<file path="config.mk">
export PLATFORM = sky130hd
export DESIGN_NAME = ufi_irq_mask_clear
export DESIGN_NICKNAME = d
export VERILOG_FILES = /design/src/pkg/ufi_pkg.sv /design/src/rtl/ufi_clear_reg.sv /design/src/rtl/ufi_irq_mask_clear.sv
export SDC_FILE = /design/constraint.sdc
export NUM_CORES = 1
export LEC_CHECK = 0
export ABC_AREA = 1
export BUFFER_PORTS_ARGS = -buffer_cell sky130_fd_sc_hd__buf_2
export CAP_MARGIN = 20
export CORE_ASPECT_RATIO = 0.6
export CORE_MARGIN = 4
export CORE_UTILIZATION = 42
export DETAILED_ROUTE_END_ITERATION = 7
export GPL_TIMING_DRIVEN = 0
export PLACE_DENSITY = 0.77
export RECOVER_POWER = 25
export SLEW_MARGIN = 0
export SYNTH_ARGS = -nofsm -noshare
export SYNTH_HDL_FRONTEND = slang
export SYNTH_SLANG_ARGS = --single-unit
</file>
<file path="constraint.sdc">
create_clock -name core_clk -period 1.3 [get_ports core_clk]
set_input_delay 0.13 -clock core_clk [delete_from_list [all_inputs] [get_ports core_clk]]
set_output_delay 0.13 -clock core_clk [all_outputs]
set_load 0.02 [all_outputs]
</file>
<file path="src/pkg/ufi_pkg.sv">
// Constants for the USB function interrupt mask and clear block
package ufi_pkg;

  // ----------------------------------------------------------------
  // Register indices (byte address is four times the index)
  // ----------------------------------------------------------------
  localparam logic [31:0] IDX_EP0_GENERAL_IRQ_MASK     = 32'hFFFF_FE18;
  localparam logic [31:0] IDX_BULK_IN_INTR_EP_IRQ_MASK = 32'hFFFF_FE19;
  localparam logic [31:0] IDX_BULK_OUT_IRQ_MASK        = 32'hFFFF_FE1A;
  localparam logic [31:0] IDX_SET_INTERFACE_IRQ_MASK   = 32'h0FFF_FE1B;
  localparam logic [31:0] IDX_BUS_EVENT_IRQ_CLEAR      = 32'hFFFF_FE1E;
  localparam logic [31:0] IDX_EP0_GENERAL_IRQ_CLEAR    = 32'hFFFF_FE1F;

  // ----------------------------------------------------------------
  // Reset values and implemented bits
  // ----------------------------------------------------------------
  localparam logic [7:0] MASK_RST_VAL          = 8'h00;
  localparam logic [7:0] CLEAR_RST_VAL         = 8'hFF;
  localparam logic [7:0] EP0_MASK_BITS         = 8'h7F;
  localparam logic [7:0] BULK_IN_MASK_BITS     = 8'hF3;
  localparam logic [7:0] BULK_OUT_MASK_BITS    = 8'hFF;
  localparam logic [7:0] SETIF_MASK_BITS       = 8'h20;
  localparam logic [7:0] BUS_EVENT_CLR_FIXED   = 8'h20;
  localparam logic [7:0] EP0_GENERAL_CLR_FIXED = 8'h80;

  // ----------------------------------------------------------------
  // Field positions
  // ----------------------------------------------------------------
  localparam int EP0_IN_MASK_POS      = 6;
  localparam int EP0_IN_DATA_MASK_POS = 5;
  localparam int EP0_OUT_DATA_POS     = 4;
  localparam int SUCCESS_MASK_POS     = 3;
  localparam int STG_MASK_POS         = 2;
  localparam int PROTECT_MASK_POS     = 1;
  localparam int CPU_DECODE_MASK_POS  = 0;
  localparam int BULK_IN2_TOKEN_POS   = 7;
  localparam int BULK_IN2_DONE_POS    = 6;
  localparam int BULK_IN1_TOKEN_POS   = 5;
  localparam int BULK_IN1_DONE_POS    = 4;
  localparam int INTR_EP2_DATA_POS    = 1;
  localparam int INTR_EP1_DATA_POS    = 0;
  localparam int BULK_OUT_EP_FIELDS   = 4;
  localparam int BULK_OUT_DONE_OFS    = 0;
  localparam int BULK_OUT_NAK_OFS     = 1;
  localparam int BULK_OUT_ZLEN_OFS    = 2;
  localparam int BULK_OUT_FULL_OFS    = 3;
  localparam int SET_INTERFACE_POS    = 5;
  localparam int BUS_RESET_CLR_POS    = 7;
  localparam int RESUME_SUSP_CLR_POS  = 6;

endpackage

</file>
<file path="src/rtl/ufi_clear_reg.sv">
// Write-only clear register that turns written zeros into clear pulses
`timescale 1ns/1ps
`default_nettype none
module ufi_clear_reg #(
  parameter logic [7:0] FIXED_ONE = 8'h00
) (
  input  wire  logic       core_clk,
  input  wire  logic       reset,
  input  wire  logic       wr_stb,
  input  wire  logic [7:0] wr_data,
  output logic [7:0]       clear_pulse
);
  import ufi_pkg::*;

  logic [7:0] pulse_r;
  logic [7:0] pulse_nxt;

  // Zero bits become clear requests; ones and fixed bits do nothing
  assign pulse_nxt   = wr_stb ? (~wr_data & ~FIXED_ONE) : ~CLEAR_RST_VAL;
  assign clear_pulse = pulse_r;

  // Pulse lasts one cycle, so the register reads back all ones again
  always_ff @(posedge core_clk)
  begin
    if (reset)
      pulse_r <= ~CLEAR_RST_VAL;
    else
      pulse_r <= pulse_nxt;
  end
endmodule
`default_nettype wire

</file>
<file path="src/rtl/ufi_irq_mask_clear.sv">
// Interrupt mask and clear registers with three interrupt request lines
//
// The Avalon-MM slave port was chosen for this implementation.
`timescale 1ns/1ps
`default_nettype none
module ufi_irq_mask_clear (
  input  wire  logic        core_clk,
  input  wire  logic        reset,
  input  wire  logic [31:0] avs_address,
  input  wire  logic        avs_read,
  input  wire  logic        avs_write,
  input  wire  logic [31:0] avs_writedata,
  input  wire  logic [3:0]  avs_byteenable,
  output logic [31:0]       avs_readdata,
  output logic              avs_waitrequest,
  input  wire  logic        bus_event_irq_req,
  input  wire  logic [7:0]  ep0_general_status,
  input  wire  logic [7:0]  bulk_in_intr_ep_status,
  input  wire  logic [7:0]  bulk_out_status,
  input  wire  logic [7:0]  set_interface_status,
  input  wire  logic [1:0]  bulk_in_supported,
  input  wire  logic [1:0]  intr_ep_supported,
  input  wire  logic [1:0]  bulk_out_supported,
  input  wire  logic        set_interface_supported,
  output logic [7:0]        bus_event_clear_pulse,
  output logic [7:0]        ep0_general_clear_pulse,
  output logic              general_irq_line,
  output logic              endpoint_irq_line,
  output logic              setif_irq_line
);
  import ufi_pkg::*;

  // ----------------------------------------------------------------
  // Declarations
  // ----------------------------------------------------------------
  logic [7:0]  ep0_mask_r;
  logic [7:0]  bulk_in_mask_r;
  logic [7:0]  bulk_out_mask_r;
  logic [7:0]  setif_mask_r;
  logic        ack_r;
  logic [31:0] rdata_r;
  logic [31:0] rdata_nxt;
  logic        gen_line_r;
  logic        ep_line_r;
  logic        setif_line_r;
  logic        gen_line_nxt;
  logic        ep_line_nxt;
  logic        setif_line_nxt;
  logic        req;
  logic        wr_en;
  logic        hit_ep0_mask;
  logic        hit_bulk_in_mask;
  logic        hit_bulk_out_mask;
  logic        hit_setif_mask;
  logic        hit_bus_clr;
  logic        hit_ep0_clr;
  logic        hit_any;
  logic [7:0]  wbyte;
  logic [7:0]  bulk_in_src_en;
  logic [7:0]  bulk_out_src_en;
  logic [7:0]  ep0_pending;
  logic [7:0]  bulk_in_pending;
  logic [7:0]  bulk_out_pending;
  logic [7:0]  setif_pending;
  logic [7:0]  rd_byte;

  // ----------------------------------------------------------------
  // Avalon-MM slave handshake
  // ----------------------------------------------------------------
  // Every access waits exactly one cycle, then completes
  assign req             = avs_read | avs_write;
  assign avs_waitrequest = req & ~ack_r;
  assign wr_en           = avs_write & ack_r & avs_byteenable[0];
  assign wbyte           = avs_writedata[7:0];
  assign avs_readdata    = rdata_r;

  // Address decode; unmapped words read zero and ignore writes
  assign hit_ep0_mask      = (avs_address == IDX_EP0_GENERAL_IRQ_MASK);
  assign hit_bulk_in_mask  = (avs_address == IDX_BULK_IN_INTR_EP_IRQ_MASK);
  assign hit_bulk_out_mask = (avs_address == IDX_BULK_OUT_IRQ_MASK);
  assign hit_setif_mask    = (avs_address == IDX_SET_INTERFACE_IRQ_MASK);
  assign hit_bus_clr       = (avs_address == IDX_BUS_EVENT_IRQ_CLEAR);
  assign hit_ep0_clr       = (avs_address == IDX_EP0_GENERAL_IRQ_CLEAR);
  assign hit_any           = hit_ep0_mask | hit_bulk_in_mask | hit_bulk_out_mask
                           | hit_setif_mask | hit_bus_clr | hit_ep0_clr;

  // Read mux; clear registers always read all ones
  assign rd_byte = hit_ep0_mask      ? ep0_mask_r      :
                   hit_bulk_in_mask  ? bulk_in_mask_r  :
                   hit_bulk_out_mask ? bulk_out_mask_r :
                   hit_setif_mask    ? setif_mask_r    :
                   (hit_bus_clr | hit_ep0_clr) ? CLEAR_RST_VAL : 8'h00;
  assign rdata_nxt = (avs_read & hit_any) ? {24'h00_0000, rd_byte} : 32'h0000_0000;

  // Handshake state and read data capture
  always_ff @(posedge core_clk)
  begin
    if (reset)
    begin
      ack_r   <= 1'b0;
      rdata_r <= 32'h0000_0000;
    end
    else
    begin
      ack_r   <= req & ~ack_r;
      rdata_r <= rdata_nxt;
    end
  end

  // ----------------------------------------------------------------
  // Mask registers
  // ----------------------------------------------------------------
  // Writes keep only implemented bits; unused bits stay zero
  always_ff @(posedge core_clk)
  begin
    if (reset)
    begin
      ep0_mask_r      <= MASK_RST_VAL;
      bulk_in_mask_r  <= MASK_RST_VAL;
      bulk_out_mask_r <= MASK_RST_VAL;
      setif_mask_r    <= MASK_RST_VAL;
    end
    else if (wr_en)
    begin
      if (hit_ep0_mask)
        ep0_mask_r <= wbyte & EP0_MASK_BITS;
      if (hit_bulk_in_mask)
        bulk_in_mask_r <= wbyte & BULK_IN_MASK_BITS;
      if (hit_bulk_out_mask)
        bulk_out_mask_r <= wbyte & BULK_OUT_MASK_BITS;
      if (hit_setif_mask)
        setif_mask_r <= wbyte & SETIF_MASK_BITS;
    end
  end

  // ----------------------------------------------------------------
  // Clear registers
  // ----------------------------------------------------------------
  // Bus-event sources: reset, resume/suspend, short, DMA end, requests, halt
  ufi_clear_reg #(
    .FIXED_ONE (BUS_EVENT_CLR_FIXED)
  ) u_bus_event_clr (
    .core_clk    (core_clk),
    .reset       (reset),
    .wr_stb      (wr_en & hit_bus_clr),
    .wr_data     (wbyte),
    .clear_pulse (bus_event_clear_pulse)
  );

  // EP0 and general sources
  ufi_clear_reg #(
    .FIXED_ONE (EP0_GENERAL_CLR_FIXED)
  ) u_ep0_general_clr (
    .core_clk    (core_clk),
    .reset       (reset),
    .wr_stb      (wr_en & hit_ep0_clr),
    .wr_data     (wbyte),
    .clear_pulse (ep0_general_clear_pulse)
  );

  // ----------------------------------------------------------------
  // Endpoint support gating
  // ----------------------------------------------------------------
  // Sources of unsupported endpoints never reach a line, so masks are moot
  assign bulk_in_src_en[BULK_IN2_TOKEN_POS] = bulk_in_supported[1];
  assign bulk_in_src_en[BULK_IN2_DONE_POS]  = bulk_in_supported[1];
  assign bulk_in_src_en[BULK_IN1_TOKEN_POS] = bulk_in_supported[0];
  assign bulk_in_src_en[BULK_IN1_DONE_POS]  = bulk_in_supported[0];
  assign bulk_in_src_en[3:2]                = 2'b00;
  assign bulk_in_src_en[INTR_EP2_DATA_POS]  = intr_ep_supported[1];
  assign bulk_in_src_en[INTR_EP1_DATA_POS]  = intr_ep_supported[0];

  // Four bulk-out fields per endpoint, endpoint 1 in the low nibble
  genvar gi;
  generate
    for (gi = 0; gi < 8; gi++)
    begin : g_bo_en
      assign bulk_out_src_en[gi] = bulk_out_supported[gi / BULK_OUT_EP_FIELDS];
    end
  endgenerate

  // ----------------------------------------------------------------
  // Interrupt request lines
  // ----------------------------------------------------------------
  // Masking gates only the lines; status inputs are never touched
  assign ep0_pending      = ep0_general_status & ~ep0_mask_r & EP0_MASK_BITS;
  assign bulk_in_pending  = bulk_in_intr_ep_status & ~bulk_in_mask_r & bulk_in_src_en;
  assign bulk_out_pending = bulk_out_status & ~bulk_out_mask_r & bulk_out_src_en;
  assign setif_pending    = set_interface_status & ~setif_mask_r & SETIF_MASK_BITS
                          & {8{set_interface_supported}};

  assign gen_line_nxt   = (|ep0_pending) | bus_event_irq_req;
  assign ep_line_nxt    = (|bulk_in_pending) | (|bulk_out_pending);
  assign setif_line_nxt = |setif_pending;

  assign general_irq_line  = gen_line_r;
  assign endpoint_irq_line = ep_line_r;
  assign setif_irq_line    = setif_line_r;

  // Registered lines, one cycle behind status and mask
  always_ff @(posedge core_clk)
  begin
    if (reset)
    begin
      gen_line_r   <= 1'b0;
      ep_line_r    <= 1'b0;
      setif_line_r <= 1'b0;
    end
    else
    begin
      gen_line_r   <= gen_line_nxt;
      ep_line_r    <= ep_line_nxt;
      setif_line_r <= setif_line_nxt;
    end
  end
endmodule
`default_nettype wire

</file>
; ---- After elaboration in Yosys (flattened, before gate mapping)
; Index checks and enable logic that the tools add are counted.
[word_totals]
reg_bits = 74
out_inout_bits = 52
elab_cells = 67
[classes]
n_eq_ne = 6
n_mux = 5
n_bitwise = 31
n_reduce_logical = 11
[op_table]
columns = op, count
row1 = $eq 32x32->1 const B, 5
row2 = $mux 8, 5
row3 = $and 8x8->8, 4
row4 = $eq 32x28->1 const B, 1
row5 = $not 8->8, 3
row6 = $reduce_or 8->1, 3
row7 = $or 1x1->1, 9
row8 = $and 6x8->8, 1
row9 = $reduce_and 2->1, 4
row10 = $and 7x7->7, 1
row11 = $not 7->7, 1
row12 = $reduce_or 7->1, 1
row13 = $and 1x1->1, 6
row14 = $and 6x6->6, 1
row15 = $not 6->6, 1
row16 = $reduce_or 2->1, 3
row17 = $not 1->1, 4

; ---- Logic depth before layout (Yosys ltp)
[logic_depth]
depth_word = 9
depth_mapped = 11
ltp_nobuf = 11

; ---- Cells and area by module
; From an unflattened synthesis, not the netlist that was laid out.
[hier_totals]
hier_cells = 341
area_unflattened_um2 = 2422.3
[modules_own_cells]
columns = module, n_inst, cells_per_inst, area_each_um2
row1 = ufi_irq_mask_clear, 1, 305, 2047.0
row2 = ufi_clear_reg, 2, 18, 187.7

; ---- Worst setup path after synthesis
; No wires, ideal clock.
[synth_path]
path_type = in2reg
from = in avs_address[19]
to = reg rdata_r[0], in the netlist avs_readdata[0]
setup_ns = 0.114
arrival_ns = 1.118
required_time_ns = 1.186
path_slack_ns = 0.069
cell_stages = 10
n_path_buf = 1
cell_sequence = nand2_1 -> nor2_2 -> nand2_2 -> nor2_8 -> nand2_2 -> nor2_4 -> buf_6 -> nand2_1 -> nand3_1 -> nor2_1
[synth_between]
elab_chain_cells = 9
word_cells_on_any_way = 20
[synth_rtl]
columns = item, line
row1 = "start, declared", ufi_irq_mask_clear.sv:9  ; input wire logic [31:0] avs_address,
row2 = "$eq 32x32->1, on equally long branches", "ufi_irq_mask_clear.sv:78, ufi_irq_mask_clear.sv:79"
row3 = $or 1x1->1 (2 in a row), ufi_irq_mask_clear.sv:84  ; assign hit_any = hit_ep0_mask | hit_bulk_in_mask | hit_bulk_out_mask
row4 = $or 1x1->1 (3 in a row), ufi_irq_mask_clear.sv:85  ; | hit_setif_mask | hit_bus_clr | hit_ep0_clr;
row5 = $and 1x1->1, ufi_irq_mask_clear.sv:93  ; assign rdata_nxt = (avs_read & hit_any) ? {24'h00_0000, rd_byte} : 32'h0000_0000;
row6 = $not 1->1 (no line), --
row7 = $reduce_or 2->1 (no line), --
row8 = "end signal, assigned", ufi_irq_mask_clear.sv:106  ; rdata_r <= rdata_nxt;
row9 = "end, declared", ufi_irq_mask_clear.sv:41  ; logic [31:0] rdata_r;
; Several ways; a longest one is shown, not always the timed one.
; A chain may end at the register's enable or synchronous reset.

; ---- Final worst setup path
[layout_path]
from = reg ack_r
to = reg ep0_mask_r[1]
[layout_between]
elab_chain_cells = 3
[layout_rtl]
columns = item, line
row1 = "start, declared", ufi_irq_mask_clear.sv:40  ; logic ack_r;
row2 = "start signal, assigned", ufi_irq_mask_clear.sv:105  ; ack_r <= req & ~ack_r;
row3 = $and 1x1->1 (2 in a row), ufi_irq_mask_clear.sv:73  ; assign wr_en = avs_write & ack_r & avs_byteenable[0];
row4 = $reduce_and 2->1 (no line), --
row5 = "end signal, assigned", ufi_irq_mask_clear.sv:126  ; ep0_mask_r <= wbyte & EP0_MASK_BITS;
row6 = "end, declared", ufi_irq_mask_clear.sv:36  ; logic [7:0] ep0_mask_r;
; Every way passes these cells.

==> impl_metrics.env <==
export IMPL_status="finished, final reports clean"
export IMPL_core_area_um2=5680
export IMPL_maxCapViolCount=0
export IMPL_clk_pin_slew_ns=0.09
export IMPL_ys_seq_elements=48
export IMPL_crit_path_max_incr_delay_ns=0.35
export IMPL_clockBufferDepth=2
export IMPL_synth_common_cells="nand2_1, nor2_1, dfxtp_1, inv_1, buf_4"
export IMPL_clkSinkCount=48
export IMPL_n_antenna_cell=0
export IMPL_yosysWarnings=0
export IMPL_period_share_pct=94.0
export IMPL_clock_latency_ns=0.31
export IMPL_area_growth_pct=37.1
export IMPL_syn_avg_cell_area_um2=7.05
export IMPL_portBuffers=100
export IMPL_crit_chain="nand3_1 > inv_4 > nand3_2 > o21ai_0 > a21oi_1"
export IMPL_vdd_drop_max_mv=0.613
export IMPL_routabilityCongestion=0.921
export IMPL_p_comb_share_pct=14.3
export IMPL_worst_slew_pin_slew_ns=0.583
export IMPL_cts_buffers=5
export IMPL_yosysSeqAreaShare_pct=38.5
export IMPL_nFillCells=528
export IMPL_timing_rr_end="ep0_mask_r[1]$_SDFFE_PP0P_"
export IMPL_crit_required_ns=1.49
export IMPL_skew_ns=0.00588
export IMPL_syn_area_um2=2490
export IMPL_drtIter0Drc=154
export IMPL_cts_tree="built"
export IMPL_critPathCapture="ep0_mask_r[1]$_SDFFE_PP0P_"
export IMPL_drc=0
export IMPL_num_rows=21
export IMPL_p_sw_share_pct=25.6
export IMPL_htree_levels=2
export IMPL_pin_count=164
export IMPL_crit_path_start="ack_r$_SDFF_PP0_"
export IMPL_dp_hpwl_um=5880
export IMPL_regArea_um2=961
export IMPL_synthCells=354
export IMPL_rsz0062_at_grt="true"
export IMPL_fin_nets=606
export IMPL_rr_startpoint="ack_r$_SDFF_PP0_"
export IMPL_cp_end_kind="flop"
export IMPL_leakagePower_uw=0.00171
export IMPL_p_switching_uw=765
export IMPL_grt_max_degree=16
export IMPL_max_freq_mhz=818
export IMPL_first_pass_iters=5
export IMPL_avgViaCountPerCell=4.63
export IMPL_cp_slowest_cell="dfxtp_1"
export IMPL_track_usage_pct=19.4
export IMPL_yosys_top_cells_area="dfxtp_1, nand2_1, nor2_1, buf_4, inv_1"
export IMPL_fp_dieW_um=108
export IMPL_multi_input_area_um2=1330
export IMPL_r2r_cells=5
export IMPL_grt_pass1_wl_um=11000
export IMPL_post_drt_wl_per_cell_um=13.1
export IMPL_yosys_area_top_type_share_pct=38.5
export IMPL_layout_drive_gt1_share_pct=35.2
export IMPL_powerDensity_nw_per_um2=874
export IMPL_cts_root_buf="clkbuf_8"
export IMPL_design_area_um2=3420
export IMPL_dieHeight_um=67.7
export IMPL_postPlaceCellArea_um2=3190
export IMPL_holdPathStages=2
export IMPL_synth_flop_cell="dfxtp_1"
export IMPL_ctsHoldBuffers=0
export IMPL_hp_class="primary input to flop"
export IMPL_yosys_area_top_type="dfxtp_1"
export IMPL_cp_arrival_ns=1.41
export IMPL_start_util_pct=44.0
export IMPL_finish_utilization_pct=60.3
export IMPL_synth_cell_types=27
export IMPL_finalSetupViolCount=0
export IMPL_grt_pass1_vias=2358
export IMPL_synth_edf_count=0
export IMPL_finalCriticalPeriod_ns=1.22
export IMPL_dieArea_um2=7280
export IMPL_yosysMostFrequentCell="nand2_1"
export IMPL_p_total_uw=2990
export IMPL_reg2reg_setup_slack_ns=0.08
export IMPL_worst_path_max_fanout=8
export IMPL_hold_violations=0
export IMPL_num_vias=2661
export IMPL_ys_async_sr_fraction_pct=0
export IMPL_grt_overflow=0
export IMPL_slew_violations=0
export IMPL_slew_limit_headroom_pct=61.1
export IMPL_power_frac_seq_pct=49.4
export IMPL_antenna_found_initial=0
export IMPL_clock_power_share_pct=36.3
export IMPL_crit_type="flop to flop"
export IMPL_drt_total_wl_um=7520
export IMPL_setup_worst_path_start_class="flop"
export IMPL_p_int_uw=2230
export IMPL_ant_nets=0
sequential cells by signal (all words and copies together) (netlist names):
name / count
avs_readdata: 8
bulk_out_mask_r: 8
ep0_mask_r: 7
u_bus_event_clr.clear_pulse: 7
u_ep0_general_clr.clear_pulse: 7
bulk_in_mask_r: 6
ack_r: 1
endpoint_irq_line: 1
general_irq_line: 1
setif_irq_line: 1
setif_mask_r: 1
final cells by class:
class / instances / area share [%]
multi-input cells: 259 / 38.7
flip-flops and latches: 48 / 28.1
repair buffers: 107 / 15.5
plain buffers: 30 / 6.58
inverters: 43 / 4.86
well taps: 80 / 2.93
clock buffers: 5 / 2.01
clock inverters: 3 / 1.24
power by group through the flow:
stage / logic, uW / registers, uW / clock network, uW
after floorplan: 229 / 1520 / 0
after global placement: 397 / 1510 / 0
after detailed placement: 408 / 1510 / 0
after CTS: 410 / 1480 / 1090
after global routing: 468 / 1480 / 1150
final: 427 / 1480 / 1090
layer usage:
metal  routed length, um  part of all wire [%]  GRT usage (%)  up-vias
li1                    -                     -              -     1352
met1                3330                    44           27.0     1168
met2                3290                    44           29.3      130
met3                 817                    11           6.30       11
met4                  81                   1.1           4.25        0
met5                   0                     0              0        -
worst min-delay path by stage:
stage | end | slack (ns) | startpoint
6_report | u_bus_event_clr.clear_pulse[7]$_SDFF_PP0_ | 0.04 | avs_writedata[7]
5_1_grt | setif_irq_line$_SDFF_PP0_ | 0.04 | set_interface_status[5]
4_1_cts | u_bus_event_clr.clear_pulse[7]$_SDFF_PP0_ | 0.02 | avs_writedata[7]
3_5_place_dp | u_bus_event_clr.clear_pulse[7]$_SDFF_PP0_ | 0.35 | avs_writedata[7]
3_3_place_gp | u_bus_event_clr.clear_pulse[7]$_SDFF_PP0_ | 0.34 | avs_writedata[7]
2_1_floorplan | u_bus_event_clr.clear_pulse[0]$_SDFF_PP0_ | 0.20 | avs_writedata[0]
logic make-up after synthesis:
group / share of synthesized area [%]
AND/OR/NAND/NOR: 32.8
AO/OA/AOI/OAI: 12.9
flip-flops: 38.5
other: 0.150
buffers and inverters: 15.6
per-stage QoR:
stage | hold WS (ns) | TNS, ns | instances | setup slack (ns)
2_1_floorplan | 0.202 | 0 | 379 | 0.0686
3_5_place_dp | 0.347 | -6.54 | 559 | -0.245
6_report | 0.0379 | 0 | 575 | 0.0780
5_1_grt | 0.0384 | -0.136 | 575 | -0.0444
3_3_place_gp | 0.344 | -5.01 | 559 | -0.235
4_1_cts | 0.0220 | -0.198 | 568 | -0.0576
cells in the final DEF (no fill, tap or decap):
cell / instances
clkinvlp_4: 1
nand2_4: 4
o21ai_1: 1
inv_1: 40
o21ai_0: 6
a41oi_1: 1
a22o_1: 3
bufinv_16: 1
o21ai_2: 6
buf_6: 2
nor2_1: 50
clkinv_2: 1
buf_1: 1
nand3_4: 1
nor2_4: 3
a211oi_1: 7
inv_2: 1
a21oi_2: 2
nand3_1: 14
nand4_1: 6
o21a_1: 1
nand3_2: 1
clkbuf_1: 16
nor2_2: 14
inv_4: 2
a211oi_2: 4
a21oi_1: 19
nor3_1: 4
nand2_2: 6
dfxtp_1: 48
a31oi_1: 1
buf_2: 86
clkbuf_8: 5
nand2_1: 77
conb_1: 26
nor2_8: 2
buf_4: 32
repair_timing:
item                                    in CTS  in global routing
resized for setup                            3                 27
endpoints found under the hold margin        0                  0
pin swaps                                    2                  3
gates cloned                                 0                  2
buffers inserted                             1                  5
endpoints found under the setup margin      31                 29
worst max-delay path: cells and delay by family, from the launching register on:
| kind | cells | cell delay [ns] |
|---|---|---|
| flip-flops | 1 | 0.35 |
| AND/OR/NAND/NOR | 2 | 0.30 |
| AO/OA/AOI/OAI | 2 | 0.28 |
| buffers and inverters | 1 | 0.17 |
(Power assumes the default switching activity.)
